[config.mk]
export PLATFORM = sky130hd
export DESIGN_NAME = alarm_relay_control
export DESIGN_NICKNAME = d
export VERILOG_FILES = /design/src/shared/alarm_relay_pkg.sv /design/src/core/alarm_relay_control.sv /design/src/core/running_avg.sv /design/src/core/idle_timer.sv
export VERILOG_INCLUDE_DIRS = /design/src /design/src/shared
export SDC_FILE = /design/constraint.sdc
export NUM_CORES = 2
export LEC_CHECK = 0
export ABC_AREA = 1
export BUFFER_PORTS_ARGS = -buffer_cell sky130_fd_sc_hd__buf_2
export CORE_MARGIN = 2
export CORE_UTILIZATION = 34
export CTS_CLUSTER_SIZE = 10
export DETAILED_ROUTE_END_ITERATION = 7
export GPL_TIMING_DRIVEN = 0
export PLACE_DENSITY = 0.52
export SETUP_SLACK_MARGIN = 0.3
export SLEW_MARGIN = 20
export SYNTH_ARGS = -nofsm -noshare
export SYNTH_HDL_FRONTEND = slang
export SYNTH_SLANG_ARGS = --single-unit
[constraint.sdc]
create_clock -name ref_clk -period 23.6 [get_ports ref_clk]
set_input_delay 4.72 -clock ref_clk [delete_from_list [all_inputs] [get_ports ref_clk]]
set_output_delay 4.72 -clock ref_clk [all_outputs]
set_load 0.01 [all_outputs]
[src/shared/alarm_relay_consts.svh]
// Constants of the alarm and relay control block: register offsets,
// field masks, reset values and timing figures.
// Assumes inclusion by bare name from each design file that needs it.
`ifndef ALARM_RELAY_CONSTS_SVH
`define ALARM_RELAY_CONSTS_SVH

// Register byte offsets
`define OFS_MASK       8'h00
`define OFS_GEN_MODE   8'h04
`define OFS_TIMEOUT    8'h08
`define OFS_DEPTH      8'h0c
`define OFS_THRESH     8'h10
`define OFS_DRYER      8'h14
`define OFS_STATUS     8'h18
`define OFS_FAULTS     8'h1c
`define OFS_AVG        8'h20

// AXI responses
`define RESP_OKAY      2'b00
`define RESP_SLVERR    2'b10

// Reset values
`define RST_MASK       32'h00002000
`define RST_TIMEOUT    16'h003c
`define RST_DEPTH      16

// Fault vector layout
`define BIT_POWER      0
`define BIT_ANY        1
`define BIT_CONC_LOW   12
`define BIT_DRYER      27
`define INTERNAL_MASK  32'h08001003
`define FAULT_SRC_MASK 32'hffb9fffc
`define TRIG_MASK      32'hffb9fffe

// Thresholds and timing
`define DRYER_PCT_MIN  8'h05
`define DRYER_DAYS_END 16'h0000
`define TIMEOUT_MIN    16'h0005
`define CLK_PERIOD_NS  4
`define SEC_NS         1000000000

`endif

[src/shared/alarm_relay_pkg.sv]
// Types shared by the alarm and relay control block.
// Assumes nothing of its surroundings.
package alarm_relay_pkg;

   typedef enum logic [1:0]
   {
      GEN_LATCH    = 2'b00,
      GEN_NONLATCH = 2'b01,
      GEN_RESET    = 2'b10
   } gen_mode_t;

endpackage

[src/core/alarm_relay_control.sv]
// Fault-to-relay logic: assignable relay, general relay, concentration
// average with low threshold, dryer lifetime fault, menu idle timeout.
// Assumes fault_in and menu_active are asynchronous pins, the measurement
// inputs come from logic on ref_clk, and an AXI4-Lite master sets it up.
//
// Added by the designer: the AXI4-Lite interface to the registers and the address map.
`timescale 1ns/1ps
`include "alarm_relay_consts.svh"

module alarm_relay_control
   import alarm_relay_pkg::*;
#(
   parameter int W             = 24,
   parameter int MAX_DEPTH     = 16,
   parameter int ADDR_W        = 8,
   parameter int TICKS_PER_SEC = `SEC_NS / `CLK_PERIOD_NS,
   parameter int DW            = $clog2(MAX_DEPTH + 1)
)
(
   // Clock and reset
   input  wire logic              ref_clk,
   input  wire logic              nrst,
   // AXI4-Lite write
   input  wire logic [ADDR_W-1:0] awaddr,
   input  wire logic              awvalid,
   output logic                   awready,
   input  wire logic [31:0]       wdata,
   input  wire logic [3:0]        wstrb,
   input  wire logic              wvalid,
   output logic                   wready,
   output logic [1:0]             bresp,
   output logic                   bvalid,
   input  wire logic              bready,
   // AXI4-Lite read
   input  wire logic [ADDR_W-1:0] araddr,
   input  wire logic              arvalid,
   output logic                   arready,
   output logic [31:0]            rdata,
   output logic [1:0]             rresp,
   output logic                   rvalid,
   input  wire logic              rready,
   // Fault pins and menu state
   input  wire logic [31:0]       fault_in,
   input  wire logic              menu_active,
   // Measurement logic
   input  wire logic              sample_valid,
   input  wire logic [W-1:0]      sample,
   input  wire logic [7:0]        dryer_capacity_pct,
   input  wire logic [15:0]       dryer_days_left,
   // Plant and display outputs
   output logic                   assign_relay,
   output logic                   general_relay,
   output logic [W-1:0]           avg_conc,
   output logic                   menu_exit,
   output logic                   dryer_restart
);

   ////////////////////////////////////////////////////////////////////////
   // Reset release and pin synchronisers
   logic [1:0]  rst_sync_q;
   logic [31:0] fault_m_q;
   logic [31:0] fault_s_q;
   logic        menu_m_q;
   logic        menu_s_q;
   wire         rst_n = rst_sync_q[1];

   always_ff @(posedge ref_clk or negedge nrst)
   begin
      if (!nrst)
         rst_sync_q <= 2'b00;
      else
         rst_sync_q <= {rst_sync_q[0], 1'b1};
   end

   always_ff @(posedge ref_clk or negedge rst_n)
   begin
      if (!rst_n)
      begin
         fault_m_q <= '0;
         fault_s_q <= '0;
         menu_m_q  <= 1'b0;
         menu_s_q  <= 1'b0;
      end
      else
      begin
         fault_m_q <= fault_in;
         fault_s_q <= fault_m_q;
         menu_m_q  <= menu_active;
         menu_s_q  <= menu_m_q;
      end
   end

   ////////////////////////////////////////////////////////////////////////
   // Registers
   logic [31:0]     mask_q;
   gen_mode_t       mode_q;
   logic [15:0]     timeout_q;
   logic [DW-1:0]   depth_q;
   logic [W-1:0]    thresh_q;
   logic            rst_cmd_q;
   logic            replace_q;
   logic            aw_hold_q;
   logic            w_hold_q;
   logic [ADDR_W-1:0] awaddr_q;
   logic [31:0]     wdata_q;
   logic [3:0]      wstrb_q;
   logic            bvalid_q;
   logic [1:0]      bresp_q;
   logic            rvalid_q;
   logic [1:0]      rresp_q;
   logic [31:0]     rdata_q;

   // Write address and data are taken in either order and joined here
   wire aw_fire = awvalid && awready;
   wire w_fire  = wvalid && wready;
   wire wr_go   = (aw_hold_q || aw_fire) && (w_hold_q || w_fire);
   wire [ADDR_W-1:0] wr_addr = aw_hold_q ? awaddr_q : awaddr;
   wire [31:0]       wr_data = w_hold_q ? wdata_q : wdata;
   wire [3:0]        wr_strb = w_hold_q ? wstrb_q : wstrb;
   logic [31:0]      wmask;

   genvar b;
   generate
      for (b = 0; b < 4; b++)
      begin : g_lane
         assign wmask[8*b +: 8] = {8{wr_strb[b]}};
      end
   endgenerate

   function automatic logic [31:0] merge(input logic [31:0] old_v,
                                         input logic [31:0] new_v,
                                         input logic [31:0] m);
      merge = (old_v & ~m) | (new_v & m);
   endfunction

   wire sel_mask    = wr_go && wr_addr == ADDR_W'(`OFS_MASK);
   wire sel_mode    = wr_go && wr_addr == ADDR_W'(`OFS_GEN_MODE);
   wire sel_timeout = wr_go && wr_addr == ADDR_W'(`OFS_TIMEOUT);
   wire sel_depth   = wr_go && wr_addr == ADDR_W'(`OFS_DEPTH);
   wire sel_thresh  = wr_go && wr_addr == ADDR_W'(`OFS_THRESH);
   wire sel_dryer   = wr_go && wr_addr == ADDR_W'(`OFS_DRYER);
   wire wr_hit      = sel_mask || sel_mode || sel_timeout || sel_depth ||
                      sel_thresh || sel_dryer;
   wire [31:0] m_mode = merge({30'h0, mode_q}, wr_data, wmask);
   wire [31:0] m_dry  = merge(32'h0, wr_data, wmask);
   wire mode_reset    = sel_mode && m_mode[1:0] == GEN_RESET;
   wire mode_legal    = m_mode[1:0] == GEN_LATCH ||
                        m_mode[1:0] == GEN_NONLATCH;

   always_ff @(posedge ref_clk or negedge rst_n)
   begin
      if (!rst_n)
      begin
         mask_q    <= `RST_MASK;
         mode_q    <= GEN_LATCH;
         timeout_q <= `RST_TIMEOUT;
         depth_q   <= DW'(`RST_DEPTH);
         thresh_q  <= '0;
         rst_cmd_q <= 1'b0;
         replace_q <= 1'b0;
      end
      else
      begin
         if (sel_mask)
            mask_q <= merge(mask_q, wr_data, wmask);
         // Reset code leaves the stored mode alone, an illegal code is dropped
         if (sel_mode && mode_legal)
            mode_q <= gen_mode_t'(m_mode[1:0]);
         if (sel_timeout)
            timeout_q <= 16'(merge({16'h0, timeout_q}, wr_data, wmask));
         if (sel_depth)
            depth_q <= DW'(merge(32'(depth_q), wr_data, wmask));
         if (sel_thresh)
            thresh_q <= W'(merge(32'(thresh_q), wr_data, wmask));
         rst_cmd_q <= mode_reset;
         replace_q <= sel_dryer && m_dry[0];
      end
   end

   ////////////////////////////////////////////////////////////////////////
   // AXI4-Lite handshakes
   assign awready = !aw_hold_q && !bvalid_q;
   assign wready  = !w_hold_q && !bvalid_q;
   assign arready = !rvalid_q;
   assign bvalid  = bvalid_q;
   assign bresp   = bresp_q;
   assign rvalid  = rvalid_q;
   assign rresp   = rresp_q;
   assign rdata   = rdata_q;

   always_ff @(posedge ref_clk or negedge rst_n)
   begin
      if (!rst_n)
      begin
         aw_hold_q <= 1'b0;
         w_hold_q  <= 1'b0;
         awaddr_q  <= '0;
         wdata_q   <= '0;
         wstrb_q   <= '0;
         bvalid_q  <= 1'b0;
         bresp_q   <= `RESP_OKAY;
      end
      else
      begin
         aw_hold_q <= !wr_go && (aw_hold_q || aw_fire);
         w_hold_q  <= !wr_go && (w_hold_q || w_fire);
         if (aw_fire)
            awaddr_q <= awaddr;
         if (w_fire)
         begin
            wdata_q <= wdata;
            wstrb_q <= wstrb;
         end
         if (wr_go)
            bresp_q <= wr_hit ? `RESP_OKAY : `RESP_SLVERR;
         bvalid_q <= wr_go || (bvalid_q && !bready);
      end
   end

   ////////////////////////////////////////////////////////////////////////
   // Fault combination
   logic        conc_low_q;
   logic        dryer_fault_q;
   logic        latch_q;
   logic        assign_q;
   logic        general_q;
   logic [W-1:0] avg_q;
   logic        avg_valid_q;

   wire [31:0] internal = ({31'h0, conc_low_q} << `BIT_CONC_LOW) |
                          ({31'h0, dryer_fault_q} << `BIT_DRYER);
   wire [31:0] src      = ((fault_s_q & ~`INTERNAL_MASK) | internal) &
                          `FAULT_SRC_MASK;
   wire        gen_fault = |src;
   wire [31:0] fault_vec = src | ({31'h0, gen_fault} << `BIT_ANY) |
                           ({31'h0, 1'b1} << `BIT_POWER);
   // Bit 0 only sets polarity; the power-fail term never triggers
   wire        trig = |(fault_vec & mask_q & `TRIG_MASK);
   wire        dryer_cond = dryer_capacity_pct <= `DRYER_PCT_MIN ||
                            dryer_days_left == `DRYER_DAYS_END;
   wire        hold_latch = mode_q == GEN_LATCH && latch_q && !rst_cmd_q;

   // Set wins over the operator clear, so a fault still present survives
   always_ff @(posedge ref_clk or negedge rst_n)
   begin
      if (!rst_n)
      begin
         conc_low_q    <= 1'b0;
         dryer_fault_q <= 1'b0;
         latch_q       <= 1'b0;
         assign_q      <= 1'b0;
         general_q     <= 1'b0;
      end
      else
      begin
         conc_low_q    <= avg_valid_q && avg_q < thresh_q;
         dryer_fault_q <= dryer_cond ||
                          (dryer_fault_q && !replace_q && !rst_cmd_q);
         latch_q       <= gen_fault || (latch_q && !rst_cmd_q);
         assign_q      <= mask_q[0] ? !trig : trig;
         general_q     <= !(gen_fault || hold_latch);
      end
   end

   assign assign_relay  = assign_q;
   assign general_relay = general_q;
   assign avg_conc      = avg_q;
   assign dryer_restart = replace_q;

   ////////////////////////////////////////////////////////////////////////
   // Read mux
   wire [31:0] status = {26'h0, gen_fault, dryer_fault_q, conc_low_q,
                         latch_q, general_q, assign_q};
   wire ar_fire = arvalid && arready;
   wire rd_mask = araddr == ADDR_W'(`OFS_MASK);
   wire rd_mode = araddr == ADDR_W'(`OFS_GEN_MODE);
   wire rd_tmo  = araddr == ADDR_W'(`OFS_TIMEOUT);
   wire rd_dep  = araddr == ADDR_W'(`OFS_DEPTH);
   wire rd_thr  = araddr == ADDR_W'(`OFS_THRESH);
   wire rd_dry  = araddr == ADDR_W'(`OFS_DRYER);
   wire rd_st   = araddr == ADDR_W'(`OFS_STATUS);
   wire rd_flt  = araddr == ADDR_W'(`OFS_FAULTS);
   wire rd_avg  = araddr == ADDR_W'(`OFS_AVG);
   wire rd_hit  = rd_mask || rd_mode || rd_tmo || rd_dep || rd_thr ||
                  rd_dry || rd_st || rd_flt || rd_avg;
   wire [31:0] rd_data = rd_mask ? mask_q :
                         rd_mode ? {30'h0, mode_q} :
                         rd_tmo  ? {16'h0, timeout_q} :
                         rd_dep  ? 32'(depth_q) :
                         rd_thr  ? 32'(thresh_q) :
                         rd_st   ? status :
                         rd_flt  ? fault_vec :
                         rd_avg  ? 32'(avg_q) : 32'h0;

   always_ff @(posedge ref_clk or negedge rst_n)
   begin
      if (!rst_n)
      begin
         rvalid_q <= 1'b0;
         rresp_q  <= `RESP_OKAY;
         rdata_q  <= '0;
      end
      else
      begin
         if (ar_fire)
         begin
            rdata_q <= rd_data;
            rresp_q <= rd_hit ? `RESP_OKAY : `RESP_SLVERR;
         end
         rvalid_q <= ar_fire || (rvalid_q && !rready);
      end
   end

   ////////////////////////////////////////////////////////////////////////
   // Average and menu timer
   running_avg #(.W(W), .MAX_DEPTH(MAX_DEPTH), .DW(DW)) u_avg
   (
      .clk          (ref_clk),
      .rst_n        (rst_n),
      .sample_valid (sample_valid),
      .sample       (sample),
      .depth        (depth_q),
      .avg_q        (avg_q),
      .avg_valid_q  (avg_valid_q)
   );

   idle_timer #(.TICKS_PER_SEC(TICKS_PER_SEC)) u_idle
   (
      .clk         (ref_clk),
      .rst_n       (rst_n),
      .menu_active (menu_s_q),
      .timeout     (timeout_q),
      .menu_exit_q (menu_exit)
   );
endmodule // alarm_relay_control

[src/core/running_avg.sv]
// Running average of the most recent concentration samples.
// Assumes samples arrive on the system clock with a one-cycle strobe.
`timescale 1ns/1ps

module running_avg
   import alarm_relay_pkg::*;
#(
   parameter int W         = 24,
   parameter int MAX_DEPTH = 16,
   parameter int DW        = $clog2(MAX_DEPTH + 1)
)
(
   // Clock and reset
   input  wire logic          clk,
   input  wire logic          rst_n,
   // Samples and setting
   input  wire logic          sample_valid,
   input  wire logic [W-1:0]  sample,
   input  wire logic [DW-1:0] depth,
   // Result
   output logic      [W-1:0]  avg_q,
   output logic               avg_valid_q
);

   localparam int SW = W + DW;

   logic [W-1:0]  hist_q [MAX_DEPTH];
   logic [DW-1:0] fill_q;
   logic [DW-1:0] lim;
   logic [DW-1:0] eff;
   logic [SW-1:0] sum;

   ////////////////////////////////////////////////////////////////////////
   // History shift register, newest in entry 0
   genvar g;
   generate
      for (g = 0; g < MAX_DEPTH; g++)
      begin : g_hist
         always_ff @(posedge clk or negedge rst_n)
         begin
            if (!rst_n)
               hist_q[g] <= '0;
            else if (sample_valid)
               hist_q[g] <= (g == 0) ? sample : hist_q[(g == 0) ? 0 : g-1];
         end
      end
   endgenerate

   // Zero or oversize depth is clamped, a partly filled history averages
   // only what it holds, so start-up shows no dip toward zero.
   assign lim = (depth == '0) ? DW'(1) :
                (depth > DW'(MAX_DEPTH)) ? DW'(MAX_DEPTH) : depth;
   assign eff = (fill_q < lim) ? fill_q : lim;

   always_comb
   begin
      sum = '0;
      for (int i = 0; i < MAX_DEPTH; i++)
         if (i < int'(eff))
            sum = sum + SW'(hist_q[i]);
   end

   always_ff @(posedge clk or negedge rst_n)
   begin
      if (!rst_n)
      begin
         fill_q      <= '0;
         avg_q       <= '0;
         avg_valid_q <= 1'b0;
      end
      else
      begin
         if (sample_valid && fill_q != DW'(MAX_DEPTH))
            fill_q <= fill_q + DW'(1);
         if (eff != '0)
            avg_q <= W'(sum / SW'(eff));
         avg_valid_q <= (eff != '0);
      end
   end

endmodule // running_avg

[src/core/idle_timer.sv]
// Menu idle timeout: one pulse after the set number of seconds in menu.
// Assumes menu_active is already synchronised to the clock.
`timescale 1ns/1ps
`include "alarm_relay_consts.svh"

module idle_timer
   import alarm_relay_pkg::*;
#(
   parameter int TICKS_PER_SEC = `SEC_NS / `CLK_PERIOD_NS
)
(
   // Clock and reset
   input  wire logic        clk,
   input  wire logic        rst_n,
   // Menu state and setting
   input  wire logic        menu_active,
   input  wire logic [15:0] timeout,
   // Return to normal operation
   output logic             menu_exit_q
);

   logic [31:0] pre_q;
   logic [15:0] sec_q;
   logic        fired_q;
   wire         enabled = (timeout >= `TIMEOUT_MIN);
   wire         tick    = (pre_q == 32'(TICKS_PER_SEC - 1));
   wire         expire  = menu_active && enabled && !fired_q && tick &&
                          (sec_q + 16'h0001 >= timeout);

   always_ff @(posedge clk or negedge rst_n)
   begin
      if (!rst_n)
      begin
         pre_q       <= '0;
         sec_q       <= '0;
         fired_q     <= 1'b0;
         menu_exit_q <= 1'b0;
      end
      else
      begin
         // Leaving the menu restarts the count from zero
         pre_q       <= (!menu_active || tick) ? '0 : pre_q + 32'h1;
         sec_q       <= !menu_active ? '0 :
                        (tick && !fired_q) ? sec_q + 16'h0001 : sec_q;
         fired_q     <= menu_active && (fired_q || expire);
         menu_exit_q <= expire;
      end
   end

endmodule // idle_timer

## Word level (Yosys, flattened, before mapping)

Index checks and enable logic that the tools add are counted.

- Multipliers: 0
- Divide/modulo/power cells: 1
- Bitwise operators: 16
- Eq/ne operators: 18
- Shift operators: 0
- Reductions and logical operators: 78
- Multiplexer cells: 36
- Add/sub/neg operators: 18
- Magnitude comparators: 22

Operators by type and width:

| kind | count |
|---|---|
| $mux W29 | 15 |
| $add A29 B24 Y29 | 14 |
| $mux W32 | 9 |
| $and A32 B32 Y32 | 3 |
| $eq A8 B5 Y1 const B | 6 |
| $mux W24 | 2 |
| $lt A4 B5 Y1 const A | 8 |
| $add A32 B1 Y32 const B | 1 |
| $eq A32 B28 Y1 const B | 1 |
| $eq A8 B4 Y1 const B | 4 |
| $logic_and A1 B1 Y1 | 32 |
| $mux W16 | 2 |
| $not A32 Y32 | 1 |
| $or A32 B2 Y32 | 1 |
| $or A32 B28 Y32 | 1 |
| $or A32 B32 Y32 | 1 |
| $div A29 B5 Y29 | 1 |
| $or A13 B28 Y28 | 1 |
| $reduce_or A28 Y1 | 1 |
| $reduce_or A27 Y1 | 1 |
| $add A24 B24 Y25 | 1 |
| $and A24 B24 Y24 | 1 |
| $logic_or A1 B1 Y1 | 24 |
| $lt A24 B24 Y1 | 1 |
| 34 further kinds | 57 |

- Bits in writable memories: 0
- Bits in read-only memories: 0
- Register bits after elaboration: 702
- Logic and storage cells: 239
- Latch bits: 0
- Memories: 0

## Depth between registers and ports, before layout

- Depth after elaboration: 38
- Gate-level depth with buffers: 503
- Gate-level depth less buffers: 480

## By module

From an unflattened synthesis, not the netlist that was laid out.

- Cells, all modules: 10,319
- Area total of the unflattened synthesis: 69,716.9 um2

Modules (own cells, without submodules):

| module | area an instance (um2) | cells each | times used |
|---|---|---|---|
| running_avg | 55,949.9 | 8,668 | 1 |
| alarm_relay_control | 10,304.9 | 1,159 | 1 |
| idle_timer | 3,462.1 | 492 | 1 |

## Least setup slack after synthesis

No wires, ideal clock.

- Kind: flip-flop to flip-flop
- Start point: register (tool-made name)
- End point: register u_avg.avg_q[0]
- Setup time: 0.117 ns
- Setup slack: -43.343 ns
- Cell stages (with the launch flop): 455
- Arrival: 66.826 ns
- Clock period less this slack: 66.943 ns
- Cell sequence: dfstp_2 inv_1 nand2_1 ha_1 a21oi_1 o21a_2 nand2_4 o21ai_2 nand2_4 inv_2 nand2_4 buf_6 inv_2 clkbuf_1 clkbuf_1 nor2_1 ha_1 fa_1 [419 not listed] a21oi_1 nand4_1 nor2_4 nand3_2 nor2_4 nand2_1 o21ai_1 ha_1 nand2_1 nor2_1 a211oi_1 o21ai_0 nor2_1 nand3_1 nor2_1 nand2_1 nor2_1 nor2_1

RTL lines:

| element | RTL line | RTL |
|---|---|---|
| end signal: assignment | running_avg.sv:76 | `avg_q <= W'(sum / SW'(eff));` |
| end: declaration | running_avg.sv:21 | `output logic [W-1:0] avg_q,` |

==> run_results.csv <==
group,metric,value,unit
run_status,run_status,"finished, violations left",
run_status,failed_checks,"negative setup slack",
critical_path,crit_family,"simple AND/OR/NAND/NOR gates",
global_route,grt_max_degree,51,
die,fp.dieW,457,um
placement,place_congestion,0.918,
yosys,postSynth.asyncResetShare,1.00,
yosys,synth_ff_type,"sky130_fd_sc_hd__dfrtp_1",
critical_path,worst_path_bufs_invs,106,
clock_tree,clock_pin_slew_on_the_worst_setup_and_hold_paths,0.06,ns
die,die_y,457,um
yosys,yosys.cell_types.count,95,
layout,finish.net_count,12300,
clock_tree,clock-root-buffer,"sky130_fd_sc_hd__clkbuf_16",
yosys,synth_top_area_share,0.244,
clock_tree,htree_num_levels,3,
die,boundaryPins,210,
critical_path,cpMostUsedCell,"sky130_fd_sc_hd__ha_4",
placement,buffer_ports.inserted,198,
clock_tree,clk_latency,0.74,ns
die,floorplan.die_area,209000,um2
timing,fin_hold_viols,0,
clock_tree,cts.hold.buffers_added,0,
layout,instances_no_fill,14300,
critical_path,setup.worst_path.end_class,"register",
yosys,syn-cell-area,69700,um2
detailed_routing,drc_errors,0,
global_route,first_global_vias,71700,
die,fp-row-count,166,
detailed_routing,drt-vias-per-instance,5.14,
layout,seqCellArea,17200,um2
timing,slew-limit-headroom,0.254,
timing,timing.fmax,0.0164,GHz
global_route,initial_antenna_violation_count,7,
yosys,synth_top_cell_by_area,"sky130_fd_sc_hd__dfrtp_1",
critical_path,critPathMaxFanout,10,
global_route,global_route.overflow_total,0,
timing,worst_clock_skew,0.0223,ns
global_route,track_usage,0.239,
detailed_routing,drt.antenna.violating_nets,0,
critical_path,timing.critical_path.slowest_cell_delay,0.61,ns
die,floorplan.initialDensity,0.341,
placement,post-place-ws,-50.87,ns
timing,period_minus_slack,60.90,ns
clock_tree,cts-buffers-inserted,87,
critical_path,crit_type,"reg2reg",
die,core,204000,um2
critical_path,critical_path.slowest_cell,"sky130_fd_sc_hd__dfstp_2",
layout,fill_cells,20100,
detailed_routing,finalWirelength,264000,um
timing,period_share,2.58,
timing,slew_at_the_pin_closest_to_its_max_slew_limit,1.12,ns
detailed_routing,via_count,73600,
timing,finalSetupViolCount,24,
layout,post_route_cells_drive_above_1_share,0.322,
yosys,synth_edf_count,0,
timing,post-route-worst-setup-slack,-37.30,ns
clock_tree,cts_tree,"done",
yosys,syn_avg_cell_area,6.85,um2
yosys,leading_cell_types_by_total_area_after_synthesis,"sky130_fd_sc_hd__dfrtp_1, sky130_fd_sc_hd__nand2_1, sky130_fd_sc_hd__ha_1",
timing,final-max-slew-violation-count,0,
yosys,post_synth_inst_count,10200,
detailed_routing,first_iter_violations,4857,
critical_path,worstSetupStartpointType,"register",
yosys,ys.warnings.count,0,
yosys,synth_seq_area_share,0.246,
timing,timing.hold.ws,0.345,ns
placement,dpl.hpwl,196000,um
run,max_cap_violations,0,
clock_tree,cts.path.max_buffers,3,
layout,multi_input_comb_area,54200,um2
detailed_routing,post_drt_wl_per_cell,18.4,um
critical_path,worstPathRequired,24.27,ns
global_route,first_pass_grt_wire_length,400000,um
placement,placedCellCount,13100,
clock_tree,clock-sinks,686,
worst_hold_path,timing.hold.worst.class,"reg2reg",
timing,grt_setup_unrepaired,"yes",
yosys,synth-seq-cells,686,
critical_path,worst_ep_arrival_time,61.57,ns
layout,area.growth.synth_to_final,36.1,%
detailed_routing,first_pass_iters,6,
[worst register-to-register path: cells and delay by family (launching register included)]
family          cells  cell delay [ns]
compound gates    110            15.39
fa+ha+maj          45            11.97
buf+inv           106            11.08
flops               1             0.61
xor+xnor           11             1.61
simple gates      185            20.18
[kinds of logic after synthesis]
group,count (synthesis),share of synthesized area
AOI/OAI and AO/OA,2026,0.159
xor gates and xnor gates,391,0.0491
adders and majority gates,562,0.103
buffers and inverters,1659,0.0995
DFF,686,0.246
muxes,17,0.00269
other,2,0.000108
and+or+nand+nor,4836,0.340
[final timing paths]
path,slack (ns),startpoint,end,cells after the start
max,-37.30,register,u_avg.avg_q[0],457
min,0.34,fault_m_q[28],fault_s_q[28],0
max reg2reg,-37.30,register,u_avg.avg_q[0],457
min reg2reg,0.34,fault_m_q[28],fault_s_q[28],0
max in group asynchronous,19.73,nrst,rst_sync_q[1],1
min in group asynchronous,0.37,rst_sync_q[1],u_avg.hist_q[372],0
[cells in the mapped netlist (all sizes together) (14+ instances only)]
cell and number:
nand4 176, xnor2 171, nor4 38, fa 15
a221oi 18, o211ai 25, o2111ai 16, mux2 14
dfrtp 680, a21boi 20, and2 20, a31oi 36
or2 53, o22ai 17, o21bai 45, o21a 26
nand3b 35, inv 1352, clkinv 52, buf 71
nand2 2895, o31ai 15, clkbuf 177, nor3 81
a21oi 574, ha 547, nand3 778, o21ai 1188
xor2 220, nor2 752
[area by class of cell]
| cell class | instances | share of cell area |
|---|---|---|
| diodes | 1 | 0.0000264 |
| plain buffers | 248 | 0.0173 |
| well taps | 2688 | 0.0355 |
| inverters | 1411 | 0.0596 |
| clock inverters | 16 | 0.00298 |
| repair buffers | 1302 | 0.106 |
| flip-flops and latches | 686 | 0.181 |
| multi-input cells | 7838 | 0.572 |
| clock buffers | 126 | 0.0262 |
[layer usage]
metal	global-route usage	wire length, um
met2	0.428	132000
met4	0.0698	8600
met1	0.302	114000
met3	0.0222	9460
met5	0	0
[per-stage QoR]
stage	TNS (ns)	area, um2	utilization
3_3_place_gp	-5176.10	76000	0.372
5_1_grt	-480.47	94900	0.465
3_5_place_dp	-635.72	76400	0.374
6_report	-432.37	94900	0.465
2_1_floorplan	-398.28	71600	-
4_1_cts	-415.51	88800	0.435
[placed cells by master, fill, tap and decap left out, drive strengths merged, types with 81 or more instances in the layout]
| cell | count |
|---|---|
| a21oi | 574 |
| buf | 1371 |
| clkbuf | 305 |
| dfrtp | 680 |
| ha | 547 |
| inv | 1356 |
| nand2 | 2898 |
| nand3 | 778 |
| nand4 | 176 |
| nor2 | 752 |
| nor3 | 81 |
| o21ai | 1188 |
| xnor2 | 171 |
| xor2 | 220 |
[timing repair]
item,CTS,global route
gates cloned,4,1
setup endpoints to repair,24,24
resized for setup,798,732
pin swaps,595,674
buffers inserted,751,332
Power is not shown: default switching activity piles up to over one toggle a cycle in this logic, so the estimate is an artifact.
